==> config.mk <==
export PLATFORM = sky130hd
export DESIGN_NAME = tqd_top
export DESIGN_NICKNAME = d
export VERILOG_FILES = /design/src/design/tqd_pkg.sv /design/src/design/tqd_axis_if.sv /design/src/design/tqd_top.sv /design/src/design/tqd_axis_dec.sv
export SDC_FILE = /design/constraint.sdc
export NUM_CORES = 1
export LEC_CHECK = 0
export BUFFER_PORTS_ARGS = -buffer_cell sky130_fd_sc_hd__buf_4
export CORE_ASPECT_RATIO = 1.1
export CORE_MARGIN = 4
export CORE_UTILIZATION = 45
export DETAILED_ROUTE_END_ITERATION = 12
export HOLD_SLACK_MARGIN = 0.06
export PLACE_DENSITY = 0.66
export SKIP_LAST_GASP = 1
export SLEW_MARGIN = 15
export SYNTH_ARGS = -nofsm -noshare
export SYNTH_HDL_FRONTEND = slang
export SYNTH_SLANG_ARGS = --single-unit
==> constraint.sdc <==
create_clock -name clk_i -period 4.2 [get_ports clk_i]
set_input_delay 0.84 -clock clk_i [delete_from_list [all_inputs] [get_ports clk_i]]
set_output_delay 0.84 -clock clk_i [all_outputs]
set_load 0.05 [all_outputs]
==> src/design/tqd_pkg.sv <==
// Package of constants and types for the three-axis quadrature decoder.
package tqd_pkg;
   // ----------------------------------------------------------------
   // Register map (byte offsets on the plain register port)
   // ----------------------------------------------------------------
   localparam logic [7:0] ADDR_CTRL     = 8'h00;
   localparam logic [7:0] ADDR_MODE_SEL = 8'h04;
   localparam logic [7:0] ADDR_DIV      = 8'h08;
   localparam logic [7:0] ADDR_X_CNT    = 8'h0C;
   localparam logic [7:0] ADDR_Y_CNT    = 8'h10;
   localparam logic [7:0] ADDR_Z_CNT    = 8'h14;
   localparam logic [7:0] ADDR_EDGE_CNT = 8'h18;
   localparam logic [7:0] ADDR_IRQ_STAT = 8'h1C;
   localparam logic [7:0] ADDR_IRQ_MASK = 8'h20;
   localparam logic [7:0] ADDR_CMD      = 8'h24;

   // ----------------------------------------------------------------
   // Field layout
   // ----------------------------------------------------------------
   localparam int CTRL_THR_LSB   = 0;
   localparam int CTRL_EN_LSB    = 8;
   localparam int SEL_W          = 4;
   localparam int SEL_Y_LSB      = 4;
   localparam int SEL_Z_LSB      = 8;
   localparam int SEL_MODE_LSB   = 12;
   localparam int CMD_EDGE_CLR   = 0;
   localparam int STAT_THR       = 0;

   // ----------------------------------------------------------------
   // Widths, reset values and timing
   // ----------------------------------------------------------------
   localparam int AXES           = 3;
   localparam int STEP_W         = 16;
   localparam int EDGE_W         = 8;
   localparam int DIV_W          = 10;
   localparam int FILT_LEN       = 3;
   localparam logic [7:0] THR_RST     = 8'h00;
   localparam logic [9:0] DIV_RST     = 10'h008;
   localparam int    CLK_HZ           = 125000000;
   localparam int    SAMPLE_MAX_HZ    = 16000000;
   localparam int    MIN_DIV          = (CLK_HZ + SAMPLE_MAX_HZ - 1) / SAMPLE_MAX_HZ;

   typedef enum logic {
      TQD_MODE_QUAD,
      TQD_MODE_EDGE
   } tqd_mode_e;
endpackage

==> src/design/tqd_axis_if.sv <==
// Interface carrying one axis worth of sample strobe, pins and decoder result.
`timescale 1ns/1ns
`default_nettype none
interface tqd_axis_if;
   logic       sample;
   logic       chan_a;
   logic       chan_b;
   logic       enable;
   logic       edge_mode;
   logic       step_up;
   logic       step_down;
   logic       any_edge;
   modport ctrl (output sample, chan_a, chan_b, enable, edge_mode, input step_up, step_down,
                 any_edge);
   modport dec  (input sample, chan_a, chan_b, enable, edge_mode, output step_up, step_down,
                 any_edge);
endinterface
`default_nettype wire

==> src/design/tqd_top.sv <==
// Top level of the three-axis quadrature decoder with its register file.
`timescale 1ns/1ns
`default_nettype none
module tqd_top #(
   parameter int PINS = 16
) (
   input  wire logic             clk_i,
   input  wire logic             nrst_i,
   input  wire logic [PINS-1:0]  gpio_i,
   input  wire logic             low_power_clock_i,
   input  wire logic [7:0]       addr_i,
   input  wire logic [31:0]      wdata_i,
   input  wire logic             wr_i,
   input  wire logic             rd_i,
   output logic      [31:0]      rdata_o,
   output logic                  irq_o
);
   localparam int AX = tqd_pkg::AXES;

   logic [7:0]                   irq_edge_threshold;
   logic [AX-1:0]                axis_enable;
   logic [15:0]                  channel_mode_select_reg;
   logic [tqd_pkg::DIV_W-1:0]    sample_clock_divider;
   logic [tqd_pkg::DIV_W-1:0]    div_cnt;
   logic                         sample;
   logic [tqd_pkg::STEP_W-1:0]   step_count [AX];
   logic [tqd_pkg::EDGE_W-1:0]   overall_edge_counter;
   logic                         irq_pending_flag;
   logic                         irq_mask;
   logic [AX-1:0]                any_edge;
   logic                         edge_counter_clear;
   logic                         thr_hit;
   logic [31:0]                  next_rdata;
   logic [tqd_pkg::DIV_W-1:0]    div_eff;
   logic                         irq_clear;
   logic                         next_irq_pending;
   logic                         next_irq_mask;

   // ----------------------------------------------------------------
   // Register writes
   // ----------------------------------------------------------------
   always_ff @(posedge clk_i or negedge nrst_i) begin
      if (!nrst_i) begin
         irq_edge_threshold      <= tqd_pkg::THR_RST;
         axis_enable             <= '0;
         channel_mode_select_reg <= '0;
         sample_clock_divider    <= tqd_pkg::DIV_RST;
         irq_mask                <= 1'b0;
      end else if (wr_i) begin
         unique case (addr_i)
            tqd_pkg::ADDR_CTRL: begin
               irq_edge_threshold <= wdata_i[tqd_pkg::CTRL_THR_LSB +: 8];
               axis_enable        <= wdata_i[tqd_pkg::CTRL_EN_LSB +: AX];
            end
            tqd_pkg::ADDR_MODE_SEL: channel_mode_select_reg <= wdata_i[15:0];
            tqd_pkg::ADDR_DIV:      sample_clock_divider <= wdata_i[tqd_pkg::DIV_W-1:0];
            tqd_pkg::ADDR_IRQ_MASK: irq_mask <= wdata_i[tqd_pkg::STAT_THR];
            default: ;
         endcase
      end
   end

   assign edge_counter_clear = wr_i && (addr_i == tqd_pkg::ADDR_CMD)
                               && wdata_i[tqd_pkg::CMD_EDGE_CLR];

   // ----------------------------------------------------------------
   // Sample strobe
   // ----------------------------------------------------------------
   // Values below the 16 MHz floor are raised so the sample rate never exceeds it, except while low_power_clock_i forces a sample every cycle.
   assign div_eff = (sample_clock_divider < tqd_pkg::DIV_W'(tqd_pkg::MIN_DIV))
                    ? tqd_pkg::DIV_W'(tqd_pkg::MIN_DIV) : sample_clock_divider;

   always_ff @(posedge clk_i or negedge nrst_i) begin
      if (!nrst_i) begin
         div_cnt <= '0;
         sample  <= 1'b0;
      end else if (low_power_clock_i) begin
         div_cnt <= '0;
         sample  <= 1'b1;
      end else if (div_cnt >= div_eff - tqd_pkg::DIV_W'(1)) begin
         div_cnt <= '0;
         sample  <= 1'b1;
      end else begin
         div_cnt <= div_cnt + tqd_pkg::DIV_W'(1);
         sample  <= 1'b0;
      end
   end

   // ----------------------------------------------------------------
   // Per-axis decoders and step counters
   // ----------------------------------------------------------------
   for (genvar g = 0; g < AX; g++) begin : g_axis
      tqd_axis_if ax ();
      logic [tqd_pkg::SEL_W-1:0] pin_sel;
      // Selector picks pin pair (2n, 2n+1); pairs beyond the pins read low.
      assign pin_sel      = channel_mode_select_reg[g*tqd_pkg::SEL_W +: tqd_pkg::SEL_W];
      assign ax.sample    = sample;
      assign ax.chan_a    = (2*pin_sel < PINS) ? gpio_i[2*pin_sel] : 1'b0;
      assign ax.chan_b    = (2*pin_sel + 1 < PINS) ? gpio_i[2*pin_sel + 1] : 1'b0;
      assign ax.enable    = axis_enable[g];
      assign ax.edge_mode = channel_mode_select_reg[tqd_pkg::SEL_MODE_LSB + g];
      assign any_edge[g]  = ax.any_edge;

      tqd_axis_dec u_dec (
         .clk_i  (clk_i),
         .nrst_i (nrst_i),
         .ax     (ax)
      );

      always_ff @(posedge clk_i or negedge nrst_i) begin
         if (!nrst_i) begin
            step_count[g] <= '0;
         end else if (!axis_enable[g]) begin
            step_count[g] <= '0;
         end else if (ax.step_up) begin
            step_count[g] <= step_count[g] + tqd_pkg::STEP_W'(1);
         end else if (ax.step_down) begin
            step_count[g] <= step_count[g] - tqd_pkg::STEP_W'(1);
         end
      end
   end

   // ----------------------------------------------------------------
   // Overall edge counter and interrupt
   // ----------------------------------------------------------------
   always_ff @(posedge clk_i or negedge nrst_i) begin
      if (!nrst_i) begin
         overall_edge_counter <= '0;
      end else if (edge_counter_clear) begin
         overall_edge_counter <= '0;
      end else if (|any_edge) begin
         overall_edge_counter <= overall_edge_counter + tqd_pkg::EDGE_W'(1);
      end
   end

   // Match on the step into the threshold so the flag rises once per crossing.
   assign thr_hit = (|any_edge) && !edge_counter_clear
                    && (overall_edge_counter + tqd_pkg::EDGE_W'(1) == irq_edge_threshold);

   assign irq_clear = wr_i && (addr_i == tqd_pkg::ADDR_IRQ_STAT)
                      && wdata_i[tqd_pkg::STAT_THR];

   // A crossing in the same cycle as a clear wins, so no threshold event is lost.
   assign next_irq_pending = thr_hit || (irq_pending_flag && !irq_clear);
   assign next_irq_mask    = (wr_i && (addr_i == tqd_pkg::ADDR_IRQ_MASK))
                             ? wdata_i[tqd_pkg::STAT_THR] : irq_mask;

   always_ff @(posedge clk_i or negedge nrst_i) begin
      if (!nrst_i) begin
         irq_pending_flag <= 1'b0;
      end else if (thr_hit) begin
         irq_pending_flag <= 1'b1;
      end else if (irq_clear) begin
         irq_pending_flag <= 1'b0;
      end
   end

   // Built from the next flag and mask so the pin always equals flag and mask of its cycle.
   always_ff @(posedge clk_i or negedge nrst_i) begin
      if (!nrst_i) irq_o <= 1'b0;
      else irq_o <= next_irq_pending && next_irq_mask;
   end

   // ----------------------------------------------------------------
   // Register reads
   // ----------------------------------------------------------------
   always_comb begin
      next_rdata = '0;
      unique case (addr_i)
         tqd_pkg::ADDR_CTRL: begin
            next_rdata[tqd_pkg::CTRL_THR_LSB +: 8] = irq_edge_threshold;
            next_rdata[tqd_pkg::CTRL_EN_LSB +: AX] = axis_enable;
         end
         tqd_pkg::ADDR_MODE_SEL: next_rdata[15:0] = channel_mode_select_reg;
         tqd_pkg::ADDR_DIV:      next_rdata[tqd_pkg::DIV_W-1:0] = sample_clock_divider;
         tqd_pkg::ADDR_X_CNT:    next_rdata = {{16{step_count[0][15]}}, step_count[0]};
         tqd_pkg::ADDR_Y_CNT:    next_rdata = {{16{step_count[1][15]}}, step_count[1]};
         tqd_pkg::ADDR_Z_CNT:    next_rdata = {{16{step_count[2][15]}}, step_count[2]};
         tqd_pkg::ADDR_EDGE_CNT: next_rdata[tqd_pkg::EDGE_W-1:0] = overall_edge_counter;
         tqd_pkg::ADDR_IRQ_STAT: next_rdata[tqd_pkg::STAT_THR] = irq_pending_flag;
         tqd_pkg::ADDR_IRQ_MASK: next_rdata[tqd_pkg::STAT_THR] = irq_mask;
         default:                next_rdata = '0;
      endcase
   end

   always_ff @(posedge clk_i or negedge nrst_i) begin
      if (!nrst_i) rdata_o <= '0;
      else if (rd_i) rdata_o <= next_rdata;
      else rdata_o <= '0;
   end
endmodule
`default_nettype wire

==> src/design/tqd_axis_dec.sv <==
// Filter, edge detector and quadrature step decoder for one axis.
`timescale 1ns/1ns
`default_nettype none
module tqd_axis_dec (
   input  wire logic  clk_i,
   input  wire logic  nrst_i,
   tqd_axis_if.dec    ax
);
   logic [tqd_pkg::FILT_LEN-1:0] hist_a;
   logic [tqd_pkg::FILT_LEN-1:0] hist_b;
   logic                         filt_a;
   logic                         filt_b;
   logic                         prev_a;
   logic                         prev_b;
   logic                         ch_a;
   logic                         ch_b;

   // A level is accepted only after it is seen on three samples in a row.
   always_ff @(posedge clk_i or negedge nrst_i) begin
      if (!nrst_i) begin
         hist_a <= '0;
         hist_b <= '0;
         filt_a <= 1'b0;
         filt_b <= 1'b0;
      end else if (ax.sample) begin
         hist_a <= {hist_a[tqd_pkg::FILT_LEN-2:0], ax.chan_a};
         hist_b <= {hist_b[tqd_pkg::FILT_LEN-2:0], ax.chan_b};
         if (&hist_a) filt_a <= 1'b1;
         else if (~|hist_a) filt_a <= 1'b0;
         if (&hist_b) filt_b <= 1'b1;
         else if (~|hist_b) filt_b <= 1'b0;
      end
   end

   always_ff @(posedge clk_i or negedge nrst_i) begin
      if (!nrst_i) begin
         prev_a <= 1'b0;
         prev_b <= 1'b0;
      end else begin
         prev_a <= filt_a;
         prev_b <= filt_b;
      end
   end

   assign ch_a = filt_a ^ prev_a;
   assign ch_b = filt_b ^ prev_b;

   always_comb begin
      // Both channels changing together is one event; it has no direction in quadrature mode and counts up in edge mode.
      ax.any_edge  = ax.enable && (ch_a || ch_b);
      ax.step_up   = 1'b0;
      ax.step_down = 1'b0;
      if (ax.enable && ax.edge_mode) begin
         ax.step_up = ch_a || ch_b;
      end else if (ax.enable && (ch_a ^ ch_b)) begin
         // A leads: after an A change, A differs from B; after a B change, they match.
         if (ch_a) ax.step_up = filt_a ^ filt_b;
         else ax.step_up = ~(filt_a ^ filt_b);
         ax.step_down = ~ax.step_up;
      end
   end
endmodule
`default_nettype wire

# Yosys cells after proc, flatten, opt, wreduce, memory -nomap -nowiden
# Index checks and enable logic that the tools add are counted.
[classes]
n_addsub = 12
magnitude_cmp = 14
eq_ne = 19
n_mux = 77
n_bitwise = 18
reduce_logical = 50
[ops]
columns = ["op", "count"]
rows = [
  ["$mux 16", 9],
  ["$lt 32x5->1 const B", 3],
  ["$mux 1", 50],
  ["$pmux 7 s7", 1],
  ["$add 16x1->16 const B", 3],
  ["$pmux 16 s3", 1],
  ["$sub 16x1->16 const B", 3],
  ["$eq 8x5->1 const B", 4],
  ["$mux 32", 1],
  ["$lt 5x5->1 const B", 6],
  ["$mux 10", 3],
  ["$reduce_or 3->1", 7],
  ["$pmux 5 s4", 1],
  ["$reduce_and 2->1", 10],
  ["$add 5x1->6 const B", 3],
  ["$logic_and 1x1->1", 18],
  ["$lt 6x5->1 const B", 3],
  ["$reduce_and 3->1", 6],
  ["$eq 8x4->1 const B", 2],
  ["$eq 8x6->1 const B", 2],
  ["$mux 8", 2],
  ["$bmux 1 s4", 3],
  ["$ne 2x1->1 const B", 6],
  ["$pmux 2 s6", 1],
  ["other kinds (17)", 42],
]
[word_totals]
reg_bits = 169

# Longest topological paths before layout
# Gate-level depths: netlist (run 1).
[logic_depth]
ltp_word = 11
mapped_depth = 17
mapped_depth_nobuf = 14

# By module
# Synthesis (run 1) repeated with hierarchy kept, for this count alone.
[unflattened]
cells_unflattened = 934
area_unflattened_um2 = 9708.1
[by_module_without_submodules]
columns = ["module", "n_inst", "cells_each", "area_per_inst_um2"]
rows = [
  ["tqd_top", 1, 835, 8360.5],
  ["tqd_axis_dec", 3, 33, 449.2],
]

# Least setup slack after synthesis (run 1)
# Ideal clock, no wire load.
[synth_timing]
path_kind = "reg-to-reg"
startpoint = "reg g_axis[1].u_dec.filt_b"
endpoint = "reg step_count[30] (netlist name)"
setup_time_ps = 126
arrival_time_ps = 3853
slack_ps = 221
stages_incl_launch_ff = 12
period_less_slack_ps = 3979
path_cell_list = "dfrtp_1 xnor2_1 ha_1 nor3b_1 o21ai_0 ha_1 a2111oi_0 o21ai_1 a41oi_1 o31ai_1 and4b_1 a311o_1"
[synth_via]
elab_chain_len = 9
[synth_rtl]
columns = ["item", "line_no", "text"]
rows = [
  ["from (decl)", "tqd_axis_dec.sv:12", "logic filt_b;"],
  ["from (signal assigned)", "tqd_axis_dec.sv:24", "filt_b <= 1'b0;"],
  ["from (signal assigned)", "tqd_axis_dec.sv:30", "if (&hist_b) filt_b <= 1'b1;"],
  ["from (signal assigned)", "tqd_axis_dec.sv:31", "else if (~|hist_b) filt_b <= 1'b0;"],
  ["$xor 1x1->1", "tqd_axis_dec.sv:57, tqd_axis_dec.sv:58", ""],
  ["$not 1->1", "tqd_axis_dec.sv:58", "else ax.step_up = ~(filt_a ^ filt_b);"],
  ["$mux 1", "tqd_axis_dec.sv:57", "if (ch_a) ax.step_up = filt_a ^ filt_b;"],
  ["$mux 1", "tqd_axis_dec.sv:55", "end else if (ax.enable && (ch_a ^ ch_b)) begin"],
  ["$mux 1", "tqd_axis_dec.sv:53", "if (ax.enable && ax.edge_mode) begin"],
  ["$not 1->1 / $mux 1 (equally long branches)", "tqd_axis_dec.sv:59, tqd_axis_dec.sv:55", ""],
  ["$mux 1, on equally long branches", "tqd_axis_dec.sv:55, tqd_axis_dec.sv:53", ""],
  ["$mux 1 / $mux 16 (equally long branches)", "tqd_axis_dec.sv:53, tqd_top.sv:115", ""],
  ["$ne 3x1->1 (no line) / $mux 16 (equally long branches)", "n/a", ""],
  ["to (signal, indexed assignment)", "tqd_top.sv:116", "step_count[g] <= step_count[g] + tqd_pkg::STEP_W'(1);"],
  ["to (signal, indexed assignment)", "tqd_top.sv:118", "step_count[g] <= step_count[g] - tqd_pkg::STEP_W'(1);"],
  ["to (decl)", "tqd_top.sv:26", "logic [tqd_pkg::STEP_W-1:0] step_count [AX];"],
]
# Several ways; a longest one is shown, not always the timed one. The select of a mux whose other input is x is not followed.
# A chain may end at the register's enable or synchronous reset.

# Worst setup path after layout (run 1)
[layout_timing]
startpoint = "reg g_axis[0].u_dec.filt_b"
endpoint = "reg step_count[46] (netlist name)"
[layout_via]
elab_chain_len = 9
[layout_rtl]
columns = ["item", "line_no"]
rows = [
  ["from (decl)", "tqd_axis_dec.sv:12"],
  ["from (signal assigned)", "tqd_axis_dec.sv:24"],
  ["from (signal assigned)", "tqd_axis_dec.sv:30"],
  ["from (signal assigned)", "tqd_axis_dec.sv:31"],
  ["$xor 1x1->1", "tqd_axis_dec.sv:57, tqd_axis_dec.sv:58"],
  ["$not 1->1", "tqd_axis_dec.sv:58"],
  ["$mux 1", "tqd_axis_dec.sv:57"],
  ["$mux 1", "tqd_axis_dec.sv:55"],
  ["$mux 1", "tqd_axis_dec.sv:53"],
  ["$not 1->1 / $mux 1 (equally long branches)", "tqd_axis_dec.sv:59, tqd_axis_dec.sv:55"],
  ["$mux 1, on equally long branches", "tqd_axis_dec.sv:55, tqd_axis_dec.sv:53"],
  ["$mux 1 / $mux 16 (equally long branches)", "tqd_axis_dec.sv:53, tqd_top.sv:115"],
  ["$ne 3x1->1 (no line) / $mux 16 (equally long branches)", "n/a"],
]
# Several ways; a longest one is shown, not always the timed one. The select of a mux whose other input is x is not followed.

==> impl_metrics.yaml, run 1 <==
run_status:
  run_status: "completed"
synthesis:
  synth_enable_flop_cells: 0
  netlist-cell-type-count: 70
  synth.yosys.warnings: 0
  synth-compound-area-share_pct: 18.9
  synth-adder-area-share_pct: 7.97
  synth.ff_latch_count: 154
  synth_area_mm2: 0.00986
  main_combinational_cell_family_by_area_after_synthesis: "compound AO/OA/AOI/OAI gates"
  cell_count_after_synthesis: 988
  synth_sequential_area_ratio_pct: 39.1
  synthesis.area_per_instance_um2: 9.98
  asyncSetResetFlopFracSynth_pct: 100
  synthSimpleGateAreaFrac_pct: 14.9
  synth_flop_cell: "sky130_fd_sc_hd__dfrtp_1"
  syn_nets: 1110
  synth_xor_area_share_pct: 5.86
  muxShareOfSynthArea_pct: 9.88
sta:
  fin_tns_setup_ns: 0
  fmaxAchievable_ghz: 0.264
  relSlewSlack_pct: 27.9
  hold_viol: 0
  final_critical_path_setup_slack_ns: 0.412
  unrepaired_setup_endpoints_after_global_routing: "false"
  final_max_slew_viol_count: 0
  slew_at_the_pin_with_the_worst_max_slew_slack_ns: 1.08
  setup_viol: 0
  holdWs_ns: 0.433
  finalWorstPathRequiredPeriod_ns: 3.79
  post-route-period-util_pct: 90.2
  finClkSkew_ns: 0.0109
clock_tree:
  postCtsSetupBuffers: 0
  clk_pin_slew_worst_paths_ns: 0.07
  cts_repair_resize_count: 0
  htreeDepth: 4
  cts-buffers-inserted: 17
  ctsRootBufferMaster: "sky130_fd_sc_hd__clkbuf_16"
  cts_tree: "built"
  clk_latency_ns: 0.44
  numClockSinks: 154
  post_cts_hold_buffer_count: 0
  clock_path_buffers: 2
route:
  wirelength_um: 25400
  post-route-drc-count: 0
  post_drt_wl_per_cell_um: 18.8
  vias: 7957
  drtAntennaViolNets: 0
  first_pass_detailed_route_iteration_total: 9
  viasPerCell: 5.89
  drt-initial-drc-count: 699
global_route:
  global_route.usage.total_pct: 21.4
  globalRouteOverflowTotal: 0
  grt_start_max_net_pins: 82
  grt_pass1_wl_um: 41400
  first_global_vias: 7744
  grt_antenna_before_repair: 0
floorplan:
  floorplan.rows: 56
  core_footprint_mm2: 0.0214
  initial_core_utilization_pct: 46.0
  die_width_um: 149
  floorplan.die_area_mm2: 0.0244
  die_y_um: 163
  ioPinCount: 94
critical_path:
  end_kind: "register"
  critical_path.reg2reg.startpoint: "g_axis[0].u_dec.filt_b"
  worstSetupPathType: "register to register"
  worst-endpoint-arrival_ns: 4.10
  timing.rr.end: "step_count[46]"
  crit_path_start_kind: "register"
  cp_data_required_time_ns: 4.51
  startpoint: "g_axis[0].u_dec.filt_b"
  cp-endpoint: "step_count[46]"
  worstPathMaxFanout: 15
  minimum_setup_slack_among_reg_to_reg_paths_ns: 0.41
  worst_r2r_path_depth: 13
finish:
  largest_register_ff_count: 48
  finalInstanceArea_mm2: 0.0113
  drive_above_1_share_pct: 17.6
  layout.cells.non_filler: 1350
  areaGrowthSynthToFinish_pct: 14.4
  antenna_cells: 0
  number_of_nets_in_the_layout: 1169
  postLayoutCoreUtil_pct: 52.6
placement:
  place_congestion: 0.909
  io_buffer_count: 77
  placedInstanceArea_mm2: 0.0107
  detailedPlacementHpwl_um: 18700
  pre_cts_slack_ns: 0.361
  placed_cells: 1318
run:
  drv_cap: 0
power_and_ir_drop:
  power.static_leakage_nw: 5.16
  worst_supply_voltage_drop_on_vdd_uv: 333
  totalPowerFinal_mw: 5.19
  power_density_mw_per_mm2: 460
hold_path:
  worstHoldPathType: "input port to asynchronous set/reset pin"
==> how the worst min path moves through the flow <==
stage          depth (start not counted)  slack [ns]                         to                   start
6_report                               1        0.43  g_axis[1].u_dec.hist_a[1]                  nrst_i
5_1_grt                                1        0.49  g_axis[1].u_dec.hist_a[1]                  nrst_i
4_1_cts                                1        0.47  g_axis[0].u_dec.hist_b[2]                  nrst_i
3_5_place_dp                           0        0.46     g_axis[0].u_dec.prev_a  g_axis[0].u_dec.filt_a
3_3_place_gp                           0        0.44     g_axis[0].u_dec.prev_a  g_axis[0].u_dec.filt_a
2_1_floorplan                          0        0.41     g_axis[0].u_dec.prev_a  g_axis[0].u_dec.filt_a
==> worst max-delay path, cell delays in order (launching register included) <==
cell,delay [ns]
sky130_fd_sc_hd__dfrtp_1,0.44
sky130_fd_sc_hd__xnor2_1,0.15
sky130_fd_sc_hd__ha_1,0.27
sky130_fd_sc_hd__nor2_1,0.05
sky130_fd_sc_hd__a21oi_1,0.17
sky130_fd_sc_hd__nand2_1,0.12
sky130_fd_sc_hd__or2_2,0.45
sky130_fd_sc_hd__fa_1,0.49
sky130_fd_sc_hd__a211oi_2,0.32
sky130_fd_sc_hd__o21ai_1,0.17
sky130_fd_sc_hd__a41oi_1,0.38
sky130_fd_sc_hd__o31ai_1,0.13
sky130_fd_sc_hd__and4b_1,0.21
sky130_fd_sc_hd__a311o_1,0.31
==> cells in the final DEF (no fill, tap or decap), types with 19 or more instances in the layout <==
master and instances:
sky130_fd_sc_hd__buf_4 93, sky130_fd_sc_hd__a22oi_1 31, sky130_fd_sc_hd__nor2_1 48, sky130_fd_sc_hd__mux2_2 34
sky130_fd_sc_hd__xor2_1 29, sky130_fd_sc_hd__and2_1 21, sky130_fd_sc_hd__dfrtp_1 153, sky130_fd_sc_hd__nand3_1 32
sky130_fd_sc_hd__xnor2_1 37, sky130_fd_sc_hd__a21oi_1 58, sky130_fd_sc_hd__o21ai_0 36, sky130_fd_sc_hd__nand2_1 85
sky130_fd_sc_hd__a31oi_1 19, sky130_fd_sc_hd__ha_1 58
==> layer usage <==
| layer | GRT usage, % | share of wire [%] |
|---|---|---|
| met3 | 4.30 | 5.2 |
| met1 | 29.9 | 46 |
| met4 | 6.58 | 2.3 |
| met5 | 0 | 0 |
| met2 | 33.9 | 46 |
==> cell type report <==
type	instances	area, um^2
Clock buffer	18	429
Multi-Input combinational cell	762	5680
Sequential cell	154	3850
Tap cell	290	363
Clock inverter	14	175
Inverter	18	67.6
Fill cell	1998	10200
Timing Repair Buffer	94	709
==> cells in the mapped netlist (11+ instances only) <==
library cell,number,area share (%)
sky130_fd_sc_hd__a21oi_1,58,2.9
sky130_fd_sc_hd__a21o_1,18,1.4
sky130_fd_sc_hd__mux2_2,34,3.9
sky130_fd_sc_hd__mux2_1,17,1.9
sky130_fd_sc_hd__mux2i_1,13,1.3
sky130_fd_sc_hd__nand3_1,32,1.6
sky130_fd_sc_hd__xnor2_1,37,3.3
sky130_fd_sc_hd__mux4_2,12,2.7
sky130_fd_sc_hd__inv_1,18,0.69
sky130_fd_sc_hd__buf_4,15,1.1
sky130_fd_sc_hd__a22oi_1,31,2.4
sky130_fd_sc_hd__and2_1,21,1.3
sky130_fd_sc_hd__a31oi_1,19,1.2
sky130_fd_sc_hd__a211oi_1,11,0.84
sky130_fd_sc_hd__ha_1,58,7.4
sky130_fd_sc_hd__o21ai_0,37,1.9
sky130_fd_sc_hd__dfrtp_1,153,39
sky130_fd_sc_hd__clkbuf_1,31,1.2
sky130_fd_sc_hd__nand2_1,85,3.2
sky130_fd_sc_hd__xor2_1,29,2.6
sky130_fd_sc_hd__nand2b_1,14,0.89
sky130_fd_sc_hd__nor2_1,48,1.8
==> report_power, final <==
group	internal (mW)	switching, mW	total, mW	leakage [nW]
clock network	0.904	0.694	1.60	0.292
registers	1.67	0.250	1.92	2.07
logic	0.727	0.943	1.67	2.80
total	3.30	1.89	5.19	5.16
==> cells by family (layout without fill, tap and decap cells) <==
group / after synthesis / in the layout
xor gates and xnor gates: 66 / 66
muxes: 76 / 76
DFF: 154 / 154
adders and majority gates: 61 / 61
buffers and inverters: 72 / 144
and+or+nand+nor: 283 / 283
AOI/OAI and AO/OA: 276 / 276
(Power assumes the default switching activity.)
==> inputs of run 2 (changes only) <==
Settings changed: PLACE_DENSITY 0.66 to unset, PLACE_DENSITY_LB_ADDON set to 0.1, SYNTH_HIERARCHICAL set to 1.
==> run 2 against run 1 <==
  * Utilization down 0.40 points
  * Non-clock buffer count down 3
  * Highest routed layer unchanged
  * Clock-buffer cell count down 1
  * Sequential cell count unchanged
==> impl_metrics.yaml, run 2 <==
run_status:
  run_status: "completed"
synthesis:
  netlist-cell-type-count: 80
  synth.yosys.warnings: 6
  synth_flop_cell: "sky130_fd_sc_hd__dfrtp_1"
  syn_nets: 1056
  synth_top_cells_by_area: "sky130_fd_sc_hd__dfrtp_1 (39%), sky130_fd_sc_hd__ha_1 (7.5%), sky130_fd_sc_hd__mux2_2 (5.9%), sky130_fd_sc_hd__xnor2_1 (2.9%), sky130_fd_sc_hd__nor2_1 (2.9%)"
  synthDominantCellAreaShare_pct: 39.4
  cell_count_after_synthesis: 934
  synth_area_mm2: 0.00971
  ys_top_cells_by_count: "sky130_fd_sc_hd__dfrtp_1 (153), sky130_fd_sc_hd__nor2_1 (74), sky130_fd_sc_hd__nand2_1 (61)"
  synth_most_common_cell: "sky130_fd_sc_hd__dfrtp_1"
  synth_sequential_area_ratio_pct: 39.7
  synthesis.area_per_instance_um2: 10.4
  synth_top_area_cell: "sky130_fd_sc_hd__dfrtp_1"
  synth_enable_flop_cells: 0
  asyncSetResetFlopFracSynth_pct: 100
  synth.ff_latch_count: 154
power_and_ir_drop:
  clock_power_share_pct: 35.3
  power_switching_share_pct: 32.6
  power.switching_mw: 1.41
  power_frac_comb_pct: 23.1
  power.static_leakage_nw: 5.00
  worst_supply_voltage_drop_on_vdd_uv: 284
  internal_power_mw: 2.91
  power_frac_seq_pct: 41.6
  power_density_mw_per_mm2: 388
  totalPowerFinal_mw: 4.31
route:
  post-route-drc-count: 0
  first_pass_detailed_route_iteration_total: 7
  viasPerCell: 5.73
  wirelength_um: 24800
  drtAntennaViolNets: 0
  drt-initial-drc-count: 546
  vias: 7441
  post_drt_wl_per_cell_um: 19.1
placement:
  detailedPlacementHpwl_um: 18600
  placed_cells: 1266
  io_buffer_count: 77
  place_congestion: 0.861
  placedInstanceArea_mm2: 0.0105
global_route:
  met2_usage_pct: 34.0
  first_global_vias: 7265
  grt_start_max_net_pins: 85
  grt_antenna_before_repair: 0
  top_usage_layer: "met2"
  groute.layer.met1.usage_pct: 29.9
  grt_pass1_wl_um: 39900
  global_route.usage.total_pct: 21.1
  grt_util_met3_pct: 3.54
  globalRouteOverflowTotal: 0
clock_tree:
  htreeDepth: 4
  numClockSinks: 154
  post_cts_hold_buffer_count: 0
  cts_repair_resize_count: 0
  ctsRootBufferMaster: "sky130_fd_sc_hd__clkbuf_16"
  clock_path_buffers: 2
  postCtsSetupBuffers: 0
  clk_pin_slew_worst_paths_ns: 0.07
  cts_tree: "built"
  cts-buffers-inserted: 17
  clk_latency_ns: 0.43
floorplan:
  core_footprint_mm2: 0.0213
  die_width_um: 148
  ioPinCount: 94
  floorplan.rows: 56
  initial_core_utilization_pct: 45.6
  floorplan.die_area_mm2: 0.0240
  die_y_um: 162
critical_path:
  worst-endpoint-arrival_ns: 4.06
  worst_r2r_path_depth: 12
  worstSetupPathType: "register to register"
  end_kind: "register"
  cp_data_required_time_ns: 4.55
  worstPathMaxFanout: 9
  crit_path_start_kind: "register"
sta:
  hold_viol: 0
  finClkSkew_ns: 0.0131
  post-route-period-util_pct: 88.5
  setup_viol: 0
  slew_at_the_pin_with_the_worst_max_slew_slack_ns: 1.04
  final_max_slew_viol_count: 0
  fin_tns_setup_ns: 0
  unrepaired_setup_endpoints_after_global_routing: "false"
  fmaxAchievable_ghz: 0.269
  relSlewSlack_pct: 30.1
  finalWorstPathRequiredPeriod_ns: 3.72
finish:
  largest_register_ff_count: 48
  drive_above_1_share_pct: 21.7
  number_of_nets_in_the_layout: 1117
  mostFrequentLayoutCell: "sky130_fd_sc_hd__dfrtp_1"
  antenna_cells: 0
  mostFrequentLayoutCells: "sky130_fd_sc_hd__dfrtp_1 (153), sky130_fd_sc_hd__buf_4 (89), sky130_fd_sc_hd__nor2_1 (74), sky130_fd_sc_hd__nand2_1 (61), sky130_fd_sc_hd__ha_1 (58)"
  layout.cells.non_filler: 1298
  postLayoutCoreUtil_pct: 52.2
  areaGrowthSynthToFinish_pct: 14.6
  finalInstanceArea_mm2: 0.0111
hold_path:
  worstHoldPathType: "input port to asynchronous set/reset pin"
run:
  drv_cap: 0
-- run 2: cell types whose count changed after synthesis, moves of 12 or more --
cell	previous run	this run
sky130_fd_sc_hd__nand2_1	85	61
sky130_fd_sc_hd__and2_1	21	8
sky130_fd_sc_hd__nor2b_1	4	16
sky130_fd_sc_hd__o21ai_0	37	25
sky130_fd_sc_hd__a22o_1	0	13
sky130_fd_sc_hd__nor2_1	48	74
sky130_fd_sc_hd__mux2_2	34	51
sky130_fd_sc_hd__a21oi_1	58	36
-- run 2: worst paths after layout --
| check | to | start | slack, ns |
|---|---|---|---|
| setup / recovery | step_count[31] | g_axis[1].u_dec/filt_a | 0.48 |
| hold / removal | step_count[5] | nrst_i | 0.43 |
| setup reg to reg | step_count[31] | g_axis[1].u_dec/filt_a | 0.48 |
| hold reg to reg | g_axis[2].u_dec/prev_a | g_axis[2].u_dec/filt_a | 0.46 |
| max in group asynchronous | step_count[31] | nrst_i | 2.91 |
| min in group clk_i | g_axis[2].u_dec/prev_a | g_axis[2].u_dec/filt_a | 0.46 |
-- run 2: power groups by stage --
stage / logic (mW) / clock network (mW) / registers (mW)
2_1_floorplan: 0.804 / 0 / 1.74
3_3_place_gp: 0.978 / 0 / 1.82
3_5_place_dp: 0.992 / 0 / 1.82
4_1_cts: 0.999 / 1.56 / 1.80
5_1_grt: 1.12 / 1.62 / 1.82
6_report: 0.996 / 1.52 / 1.80
-- run 2: per-layer routing --
metal,wire [um],share of wire [%]
met5,0,0
met4,383,1.5
met3,1150,4.6
met2,11600,47
met1,11700,47
-- run 2: critical path, cell delays in order (launching register included) --
cell and delay (ns):
sky130_fd_sc_hd__dfrtp_1 0.44, sky130_fd_sc_hd__xnor2_1 0.15, sky130_fd_sc_hd__ha_1 0.29, sky130_fd_sc_hd__nand3b_1 0.12
sky130_fd_sc_hd__a2bb2o_4 0.25, sky130_fd_sc_hd__inv_1 0.19, sky130_fd_sc_hd__buf_4 0.22, sky130_fd_sc_hd__ha_1 0.31
sky130_fd_sc_hd__a2111oi_1 0.58, sky130_fd_sc_hd__a221oi_2 0.19, sky130_fd_sc_hd__o41ai_2 0.38, sky130_fd_sc_hd__mux2i_1 0.30
sky130_fd_sc_hd__mux2i_1 0.20
-- run 2: layout make-up --
class | instances | area, um^2
timing repair buffer | 91 | 699
clock buffer | 17 | 425
inverter | 26 | 97.6
clock inverter | 15 | 168
sequential | 154 | 3850
tap | 290 | 363
fill | 1999 | 10200
multi-input combinational | 705 | 5510
-- run 2: stage by stage --
| stage | hold slack, ns | setup slack, ns |
|---|---|---|
| 2_1_floorplan | 0.413 | 0.985 |
| 3_3_place_gp | 0.455 | 0.578 |
| 3_5_place_dp | 0.456 | 0.519 |
| 4_1_cts | 0.471 | 0.490 |
| 5_1_grt | 0.478 | 0.173 |
| 6_report | 0.426 | 0.482 |
-- run 2: cells by family (layout without fill, tap and decap cells) --
logic type,Yosys count,count (layout),share of synthesized area (%)
DFF,154,154,39.7
AOI/OAI and AO/OA,240,240,18.5
muxes,82,82,10.7
xor gates and xnor gates,61,61,5.50
adders and majority gates,61,61,8.09
and+or+nand+nor,261,261,13.9
buffers and inverters,75,149,3.61
